<file path="config.mk">
export PLATFORM = sky130hd
export DESIGN_NAME = nvc_ctrl
export DESIGN_NICKNAME = d
export VERILOG_FILES = /design/src/nvc_pkg.sv /design/src/nvc_array.sv /design/src/nvc_ctrl.sv /design/src/nvc_row_latch.sv
export VERILOG_INCLUDE_DIRS = /design/src
export SDC_FILE = /design/constraint.sdc
export NUM_CORES = 1
export LEC_CHECK = 0
export BUFFER_PORTS_ARGS = -buffer_cell sky130_fd_sc_hd__clkbuf_2
export CAP_MARGIN = 10
export CORE_MARGIN = 2
export CORE_UTILIZATION = 45
export DETAILED_ROUTE_END_ITERATION = 8
export GPL_TIMING_DRIVEN = 0
export SYNTH_ARGS = -nofsm -noshare
export SYNTH_HDL_FRONTEND = slang
export SYNTH_SLANG_ARGS = --single-unit
</file>
<file path="constraint.sdc">
create_clock -name clk_i -period 26.3 [get_ports clk_i]
set_clock_uncertainty 0.1 [all_clocks]
set_input_delay 1.315 -clock clk_i [delete_from_list [all_inputs] [get_ports clk_i]]
set_output_delay 1.315 -clock clk_i [all_outputs]
set_load 0.05 [all_outputs]
</file>
<file path="src/nvc_defines.svh">
// Constants for the data EEPROM write controller
// Assumes an 8-bit CPU data space and a 200 MHz system clock
`ifndef NVC_DEFINES_SVH
`define NVC_DEFINES_SVH

// Data-space addresses
`define NVC_CTRL_ADDR 8'hEA
`define NVC_BANK_ADDR 8'hE8
`define NVC_WIN_TOP 2'h0

// Control register fields
`define NVC_BIT_EN 0
`define NVC_BIT_BUSY 1
`define NVC_BIT_ARM 2
`define NVC_BIT_START 3
`define NVC_BIT_STBY 6
`define NVC_CTRL_RESET 8'h00

// Bank select field
`define NVC_BIT_PAGE0 0

// Array contents
`define NVC_ERASED 8'hFF
`define NVC_BYTES 64
`define NVC_ROW_BYTES 8

// Programming time
`define NVC_CLK_PERIOD_NS 5
`define NVC_PROG_TIME_NS 10000
`define NVC_CNT_W 16

`endif

</file>
<file path="src/nvc_pkg.sv">
// Types for the data EEPROM write controller
// Assumes nvc_defines.svh is on the include path
package nvc_pkg;

    typedef enum logic [0:0] {
        NVC_IDLE = 1'b0,
        NVC_PROG = 1'b1
    } nvc_state_t;

    typedef logic [63:0][7:0] nvc_mem_t;

    typedef struct packed {
        logic vld;
        logic [2:0] row;
        logic [7:0][7:0] data;
        logic [7:0] mask;
    } nvc_lat_t;

    typedef struct packed {
        nvc_state_t state;
        logic en;
        logic arm;
        logic start;
        logic standby;
        logic page0;
        logic par;
        logic [5:0] saddr;
        logic [7:0] sdata;
        logic [15:0] cnt;
        logic busy;
        logic off;
        logic rhit;
        logic [7:0] rdata;
    } nvc_ctl_t;

endpackage

</file>
<file path="src/nvc_array.sv">
// 64-byte EEPROM cell array, one row written per programming cycle
// Assumes the controller raises we_i for one cycle at the end of a cycle
`timescale 1ns/1ps
`default_nettype none
`include "nvc_defines.svh"

module nvc_array
    import nvc_pkg::*;
(
    // Clock and reset
    input wire logic clk_i,
    input wire logic rst_i,
    // Row write port
    input wire logic we_i,
    input wire logic [2:0] row_i,
    input wire logic [63:0] data_i,
    input wire logic [7:0] mask_i,
    // Read port
    input wire logic [5:0] raddr_i,
    output logic [7:0] rdata_o
);

    nvc_mem_t q;
    nvc_mem_t d;

    // Only masked bytes of the addressed row change
    for (genvar i = 0; i < `NVC_BYTES; i++)
    begin : g_cell
        assign d[i] = (we_i && row_i == 3'(i / 8) && mask_i[i % 8]) ?
                      data_i[(i % 8) * 8 +: 8] : q[i];
    end

    always_ff @(posedge clk_i or posedge rst_i)
    begin
        if (rst_i)
        begin
            q <= {`NVC_BYTES{`NVC_ERASED}};
        end
        else
        begin
            q <= d;
        end
    end

    assign rdata_o = q[raddr_i];

endmodule

`default_nettype wire

</file>
<file path="src/nvc_ctrl.sv">
// Data EEPROM write controller: control register, paging and cycle timing
// Assumes CPU data-space strobes are synchronous to clk_i
//
// Functional notes
// - Armed parallel mode latches row and data
// - Armed: only the latched row is reachable
// - Arming clears all eight row latches
// - Start programs only bytes written after arming
// - Arm bit clears at end of cycle
// - Start needs enable and arm, else ignored
// - Start bit clears when programming completes
// - Row is eight bytes; low three bits select
// - Clearing arm abandons row, contents unchanged
// - Busy flag set while programming
// - Access while busy aborted; cycle completes
// - Program enable gates every write cycle
// - Standby bit disables the EEPROM
// - Halt disables the EEPROM
// - Control resets to zero; reserved bits zero
// - Unprogrammed bytes read as erased value
// - Control writes ignored while busy
// - Bank bit 0 maps EEPROM page 0
// - Byte mode programs exactly one byte
`timescale 1ns/1ps
`default_nettype none
`include "nvc_defines.svh"

module nvc_ctrl
    import nvc_pkg::*;
#(
    parameter int PROG_CYCLES = `NVC_PROG_TIME_NS / `NVC_CLK_PERIOD_NS
)
(
    // Clock and reset
    input wire logic clk_i,
    input wire logic rst_i,
    // CPU data-space access
    input wire logic [7:0] addr_i,
    input wire logic [7:0] wdata_i,
    input wire logic wr_i,
    input wire logic rd_i,
    // Core power state
    input wire logic halt_i,
    // Read answer and status
    output logic [7:0] rdata_o,
    output logic rhit_o,
    output logic busy_o,
    output logic off_o
);

    nvc_ctl_t q;
    nvc_ctl_t d;

    logic lat_clr;
    logic lat_ld;
    logic lat_vld;
    logic [2:0] lat_row;
    logic [63:0] lat_data;
    logic [7:0] lat_mask;
    logic arr_we;
    logic [2:0] arr_row;
    logic [63:0] arr_data;
    logic [7:0] arr_mask;
    logic [7:0] arr_rd;
    logic ctrl_wr;
    logic bank_wr;
    logic eep_sel;
    logic eep_ok;
    logic row_ok;
    logic prog_done;

    nvc_row_latch u_latch (
        .clk_i(clk_i),
        .rst_i(rst_i),
        .clr_i(lat_clr),
        .ld_i(lat_ld),
        .addr_i(addr_i[5:0]),
        .data_i(wdata_i),
        .vld_o(lat_vld),
        .row_o(lat_row),
        .data_o(lat_data),
        .mask_o(lat_mask)
    );

    nvc_array u_array (
        .clk_i(clk_i),
        .rst_i(rst_i),
        .we_i(arr_we),
        .row_i(arr_row),
        .data_i(arr_data),
        .mask_i(arr_mask),
        .raddr_i(addr_i[5:0]),
        .rdata_o(arr_rd)
    );

    // Address decode
    assign ctrl_wr = wr_i && (addr_i == `NVC_CTRL_ADDR);
    assign bank_wr = wr_i && (addr_i == `NVC_BANK_ADDR);
    assign eep_sel = (addr_i[7:6] == `NVC_WIN_TOP) && q.page0;
    assign eep_ok = eep_sel && !q.standby && !halt_i;
    assign row_ok = !lat_vld || (lat_row == addr_i[5:3]);
    assign prog_done = (q.state == NVC_PROG) && (q.cnt == 16'(PROG_CYCLES - 1));

    // Array write port: latched row in parallel mode, one byte otherwise
    always_comb
    begin
        arr_we = prog_done;
        if (q.par)
        begin
            arr_row = lat_row;
            arr_data = lat_data;
            arr_mask = lat_mask;
        end
        else
        begin
            arr_row = q.saddr[5:3];
            arr_data = {8{q.sdata}};
            arr_mask = 8'h01 << q.saddr[2:0];
        end
    end

    always_comb
    begin
        d = q;
        d.rhit = 1'b0;
        d.rdata = 8'h00;
        lat_clr = 1'b0;
        lat_ld = 1'b0;
        if (bank_wr)
        begin
            d.page0 = wdata_i[`NVC_BIT_PAGE0];
        end
        case (q.state)
            NVC_IDLE:
            begin
                if (ctrl_wr)
                begin
                    d.en = wdata_i[`NVC_BIT_EN];
                    d.standby = wdata_i[`NVC_BIT_STBY];
                    d.arm = wdata_i[`NVC_BIT_ARM];
                    if (wdata_i[`NVC_BIT_ARM] != q.arm)
                    begin
                        lat_clr = 1'b1;
                    end
                    if (wdata_i[`NVC_BIT_START] && wdata_i[`NVC_BIT_EN] &&
                        wdata_i[`NVC_BIT_ARM] && q.arm)
                    begin
                        d.start = 1'b1;
                        d.par = 1'b1;
                        d.cnt = 16'h0000;
                        d.state = NVC_PROG;
                    end
                end
                else if (wr_i && eep_ok)
                begin
                    if (q.arm)
                    begin
                        lat_ld = row_ok;
                    end
                    else if (q.en)
                    begin
                        d.par = 1'b0;
                        d.saddr = addr_i[5:0];
                        d.sdata = wdata_i;
                        d.cnt = 16'h0000;
                        d.state = NVC_PROG;
                    end
                end
            end
            NVC_PROG:
            begin
                d.cnt = q.cnt + 16'h0001;
                if (prog_done)
                begin
                    d.state = NVC_IDLE;
                    if (q.par)
                    begin
                        d.arm = 1'b0;
                        d.start = 1'b0;
                        lat_clr = 1'b1;
                    end
                end
            end
            default:
            begin
                d.state = NVC_IDLE;
            end
        endcase
        // Read answers
        if (rd_i && addr_i == `NVC_CTRL_ADDR)
        begin
            d.rhit = 1'b1;
            d.rdata = `NVC_CTRL_RESET;
            d.rdata[`NVC_BIT_BUSY] = q.busy;
        end
        else if (rd_i && eep_sel)
        begin
            d.rhit = 1'b1;
            if (eep_ok && q.state == NVC_IDLE && (!q.arm || row_ok))
            begin
                d.rdata = arr_rd;
            end
            else
            begin
                d.rdata = `NVC_ERASED;
            end
        end
        d.busy = (d.state == NVC_PROG);
        d.off = d.standby || halt_i;
    end

    always_ff @(posedge clk_i or posedge rst_i)
    begin
        if (rst_i)
        begin
            q <= '0;
        end
        else
        begin
            q <= d;
        end
    end

    assign rdata_o = q.rdata;
    assign rhit_o = q.rhit;
    assign busy_o = q.busy;
    assign off_o = q.off;

    logic idle_s;
    assign idle_s = (q.state == NVC_IDLE);
endmodule

`default_nettype wire

</file>
<file path="src/nvc_row_latch.sv">
// Volatile row latches for parallel programming
// Assumes the controller only loads bytes that belong to the latched row
`timescale 1ns/1ps
`default_nettype none

module nvc_row_latch
    import nvc_pkg::*;
(
    // Clock and reset
    input wire logic clk_i,
    input wire logic rst_i,
    // Control
    input wire logic clr_i,
    input wire logic ld_i,
    input wire logic [5:0] addr_i,
    input wire logic [7:0] data_i,
    // Contents
    output logic vld_o,
    output logic [2:0] row_o,
    output logic [63:0] data_o,
    output logic [7:0] mask_o
);

    nvc_lat_t q;
    nvc_lat_t d;
    wire logic [63:0] byte_nxt;
    wire logic [7:0] mask_nxt;

    // Per-byte load of data and written mask
    for (genvar b = 0; b < 8; b++)
    begin : g_byte
        wire logic hit;
        assign hit = ld_i && (addr_i[2:0] == 3'(b));
        assign byte_nxt[b * 8 +: 8] = hit ? data_i : q.data[b];
        assign mask_nxt[b] = hit || q.mask[b];
    end

    always_comb
    begin
        d = q;
        if (clr_i)
        begin
            d = '0;
        end
        else if (ld_i)
        begin
            d.vld = 1'b1;
            d.row = addr_i[5:3];
            d.data = byte_nxt;
            d.mask = mask_nxt;
        end
    end

    always_ff @(posedge clk_i or posedge rst_i)
    begin
        if (rst_i)
        begin
            q <= '0;
        end
        else
        begin
            q <= d;
        end
    end

    assign vld_o = q.vld;
    assign row_o = q.row;
    assign data_o = q.data;
    assign mask_o = q.mask;

endmodule

`default_nettype wire
</file>
* Yosys cells after proc, flatten, opt, wreduce, memory -nomap -nowiden *
Index checks and enable logic that the tools add are counted.

word-level totals
  register bits after elaboration = 634
  output and inout port bits = 11
  word-level logic and storage cells = 304

operators by class
  $add $sub $neg = 1
  order comparisons = 1
  equality and inequality tests = 28
  shift-type cells = 1
  mux-type cells = 47
  bitwise gates (word level) = 3
  reductions and logical operators = 136

operator list
  cell                   count
  $mux 76                2
  $logic_and 1x1->1      94
  $mux 31                3
  $mux 8                 11
  $mux 64                1
  $bmux 8 s6             1
  $mux 16                2
  $pmux 16 s2            1
  $eq 3x3->1 const B     8
  $reduce_bool 2->1      11
  $mux 9                 2
  $reduce_and 2->1       9
  $mux 1                 17
  $add 16x1->16 const B  1
  $eq 16x11->1 const B   1
  $eq 8x8->1 const B     2
  $eq 3x2->1 const B     4
  $logic_or 1x1->1       11
  $reduce_and 5->1       2
  $ne 2x1->1 const B     4
  $shl 1x3->8 const A    1
  $lt 6x7->1 const B     1
  $eq 3x1->1 const B     2
  $logic_not 3->1        2
  14 further kinds       24

* Longest topological paths before layout *
  depth after elaboration = 12
  depth in mapped cells = 10
  depth with buffers taken out = 7

* Modules after synthesis *
From an unflattened synthesis, not the netlist that was laid out.

second synthesis, totals
  cells, all modules = 2057
  area total of the unflattened synthesis = 30022.5 um^2

by module, submodules not included
  module         instances  cells an instance  area each (um^2)
  nvc_array      1          1423               23785.3
  nvc_row_latch  1          272                3323.2
  nvc_ctrl       1          362                2914.0

* Worst setup path before layout *
OpenSTA, ideal clock, no wires.

  path type = input -> register
  from = in addr_i[1]
  to = reg q (netlist bit rdata_o[5])
  data arrival time = 3.240 ns
  path slack = 22.820 ns
  cell stages on the path = 8
  buffers on the path = 3
  cells stage by stage = buf_2 -> buf_1 -> clkbuf_1 -> mux4_2 -> a221oi_1 -> nand2_1 -> a2bb2oi_1 -> o22ai_1

RTL lines
  item                  RTL line         text
  from (decl)           nvc_ctrl.sv:38   input wire logic [7:0] addr_i,
  to (signal assigned)  nvc_ctrl.sv:216  q <= '0;
  to (signal assigned)  nvc_ctrl.sv:220  q <= d;
  to (decl)             nvc_ctrl.sv:51   nvc_ctl_t q;

==> flow_summary.toml <==
[worst_setup_path]
r2r_slack_ns = 22.43
endpoint_kind = "register"
required_time_of_the_critical_path_ns = 26.64
timing.critical_path.from_type = "input port"
worst-endpoint-arrival_ns = 5.14
timing.setup.critical_path_class = "in -> reg"
worstPathMaxFanout = 10

[global_route]
grt_max_degree = 138
grtUsageMet3_pct = 4.672
global_route.usage.met1_pct = 40.52
first_pass_grt_wire_length_mm = 141.4
number_of_antenna_violations_at_the_first_check_in_global_routing = 1
most_used_routing_layer_in_global_routing = "met2"
grt.met2_usage_pct = 47.36
grt.overflow.total = 0
global_route.usage.total_pct = 29.46
grt_pass1_vias = 19801

[finish]
layout-area-overhead-vs-synth_pct = 12.50
nNetsFinal = 2243
ratio_of_cells_with_drive_above_1_in_the_final_layout_pct = 58.95
stdcell_area_mm2 = 0.03329

[die]
y_dimension_of_the_die_um = 260.4
io_pins = 32
initial_core_util_pct = 45.25
row_count = 94
die_area_mm2 = 0.06782
die_w_um = 260.4
coreArea_mm2 = 0.06539

[clock_network]
num_cts_buffers = 71
cts.reportedPaths.clkPinSlew_ns = 0.06
cts-hold-fix-buffers = 0
cts_tree = "done"
cts.root.buffer_cell = "sky130_fd_sc_hd__clkbuf_16"
cts.repair_timing.setup_buffer_count = 0
cts_max_level = 3
post_cts_resize_count = 0
worstSkewPairLatency_ns = 0.63
cts-root-to-sink-buffers = 3
tritoncts_num_sinks = 634

[timing]
fin_setup_tns_ns = 0
finalHoldViolations = 0
grt_setup_unrepaired = "false"
setup_viol = 0
max_clock_freq_ghz = 0.2084
timing.max_slew.rel_slack_pct = 11.65
period_needed_ns = 4.800
finalMaxSlewViolations = 0
fin_crit_sh_pct = 18.25
max_slew.worst_pin.slew_ns = 1.325

[routing]
drc_errors = 0
wl_per_cell_um = 31.19
first_iter_violations = 1963
wl_mm = 97.89
drtPass1Iterations = 5
vias_per_cell = 6.127
num_vias = 19225
antenna_left = 0

[pwr]
peakVddDrop_mv = 0.03707
static-leakage-power_uw = 0.01378
pwr_density_cell_mw_per_mm2 = 61.14

[yosys]
synth-async-reset-ratio_pct = 100.0
synth_warnings = 0
syn_nets = 2137
post_synth.cell_area_avg_um2 = 13.99
synth_cell_area_mm2 = 0.02959
synth-seq-area-share_pct = 55.78
yosysUniqueCellTypes = 58
synth-edff-count = 0
syn_inst = 2115
dominantRegCellSynth = "sky130_fd_sc_hd__dfstp_2"
yosys_register_bits = 634

[place]
numPortBuffers = 22
globalplace.congestion = 0.9621
postPlaceCellArea_mm2 = 0.03095
hpwlAfterDp_mm = 71.00

[outcome]
run_status = "finished, final reports clean"

[flow_run]
drv.max_cap_violation_count = 0

[worst_hold_path]
hold_path_class = "reg -> reg"
==> cell families after synthesis <==
logic type / synth area share, %
muxes: 30.85
adders and majority gates: 0.04228
buffers and inverters: 1.805
AOI/OAI and AO/OA: 3.784
DFF: 55.78
xor gates and xnor gates: 0.2664
and+or+nand+nor: 7.476
==> power by group <==
| part | total (uW) | switching (uW) | internal, uW |
|---|---|---|---|
| Sequential | 980 | 0.0816 | 980 |
| Combinational | 69.4 | 53.0 | 16.3 |
| Clock | 986 | 408 | 577 |
| Total | 2040 | 461 | 1570 |
==> worst max-delay path, cell delays in order <==
cell                        delay [ns]
sky130_fd_sc_hd__clkbuf_2         0.12
sky130_fd_sc_hd__buf_2            0.30
sky130_fd_sc_hd__buf_1            0.96
sky130_fd_sc_hd__buf_1            1.00
sky130_fd_sc_hd__mux2i_1          0.25
sky130_fd_sc_hd__nand2_1          0.13
sky130_fd_sc_hd__o2111ai_1        0.11
sky130_fd_sc_hd__o21ai_0          0.20
sky130_fd_sc_hd__a21boi_0         0.15
sky130_fd_sc_hd__o21ai_0          0.58
==> through the flow <==
step,total power (uW),hold WS [ns],cells,util [%],worst slack [ns]
final,2035,0.3817,3138,50.91,21.50
after floorplan,1033,0.3492,2115,-,7.973
after CTS,2050,0.3822,3134,50.86,21.68
after global placement,1058,0.3606,3001,47.07,1.701
after detailed placement,1064,0.3693,3009,47.33,21.03
after global routing,2097,0.4019,3137,50.90,21.55
==> flip-flops by register name, summed over array words and instances (netlist names) <==
register and flops:
busy_o 1, off_o 1, q 35, rdata_o 8, rhit_o 1, u_array.q 512, u_latch.data_o 64, u_latch.mask_o 8
u_latch.row_o 3, u_latch.vld_o 1
==> cell usage after synthesis (4+ instances only) <==
library cell                 n  share of area (%)
sky130_fd_sc_hd__o22a_1      6               0.18
sky130_fd_sc_hd__a221oi_1    6               0.18
sky130_fd_sc_hd__buf_4       8               0.20
sky130_fd_sc_hd__nand2b_1   16               0.34
sky130_fd_sc_hd__inv_1      12               0.15
sky130_fd_sc_hd__nand4_1     6               0.13
sky130_fd_sc_hd__a21oi_1    16               0.27
sky130_fd_sc_hd__mux2i_1    85                2.9
sky130_fd_sc_hd__and4_1      4               0.12
sky130_fd_sc_hd__a221o_1     5               0.17
sky130_fd_sc_hd__nand3_1    29               0.49
sky130_fd_sc_hd__clkbuf_1   57               0.72
sky130_fd_sc_hd__and3_1      7               0.15
sky130_fd_sc_hd__a31oi_1    38               0.80
sky130_fd_sc_hd__nor2b_1    10               0.21
sky130_fd_sc_hd__o21ai_0    37               0.63
sky130_fd_sc_hd__xnor2_1     5               0.15
sky130_fd_sc_hd__xor2_1      4               0.12
sky130_fd_sc_hd__nor3_1      9               0.15
sky130_fd_sc_hd__nor2_1    130                1.6
sky130_fd_sc_hd__a22oi_1    28               0.71
sky130_fd_sc_hd__dfrtp_1   122                 10
sky130_fd_sc_hd__mux4_2    128                9.7
sky130_fd_sc_hd__and2_1      9               0.19
sky130_fd_sc_hd__nand2_1   203                2.6
sky130_fd_sc_hd__buf_2      28               0.47
sky130_fd_sc_hd__dfstp_2   512                 45
sky130_fd_sc_hd__nor2_2     40               0.85
sky130_fd_sc_hd__mux2_2    479                 18
sky130_fd_sc_hd__buf_1      19               0.24
sky130_fd_sc_hd__nor4_1     10               0.21
sky130_fd_sc_hd__o22ai_1     7               0.15
==> layout by cell type (no fill, tap or decap), drive strengths merged, types with 29 or more instances in the layout <==
cell type,n
nand2,204
mux2,479
dfrtp,122
dfstp,512
mux2i,85
buf,65
mux4,128
nand3,29
nor2,170
o21ai,38
a31oi,38
clkbuf,191
==> cell type report <==
cell class,instances,area [um^2]
fillers,5643,32100
flip-flops and latches,634,16510
multi-input cells,1356,12550
clock buffers,111,2127
well taps,864,1081
plain buffers,112,485.5
repair buffers,33,297.8
clock inverters,14,182.7
inverters,13,56.30
diodes,1,2.502
==> worst paths after layout <==
path	start	end	depth (start not counted)
min reg2reg	u_array.q[412]	u_array.q[412]	2
max	addr_i[1]	rdata_o[1]	10
max in group asynchronous	rst_i	u_array.q[131]	4
min in group asynchronous	rst_i	u_latch.data_o[53]	2
min	u_array.q[412]	u_array.q[412]	2
max reg2reg	q[41]	u_array.q[96]	7
==> layer usage <==
metal	vias to the layer above	part of all wire [%]
met5	-	0
met4	0	3.6
met3	179	5.5
met1	10405	43
met2	672	48
li1	7969	-
No activity file was read; power rests on OpenSTA's default activity.
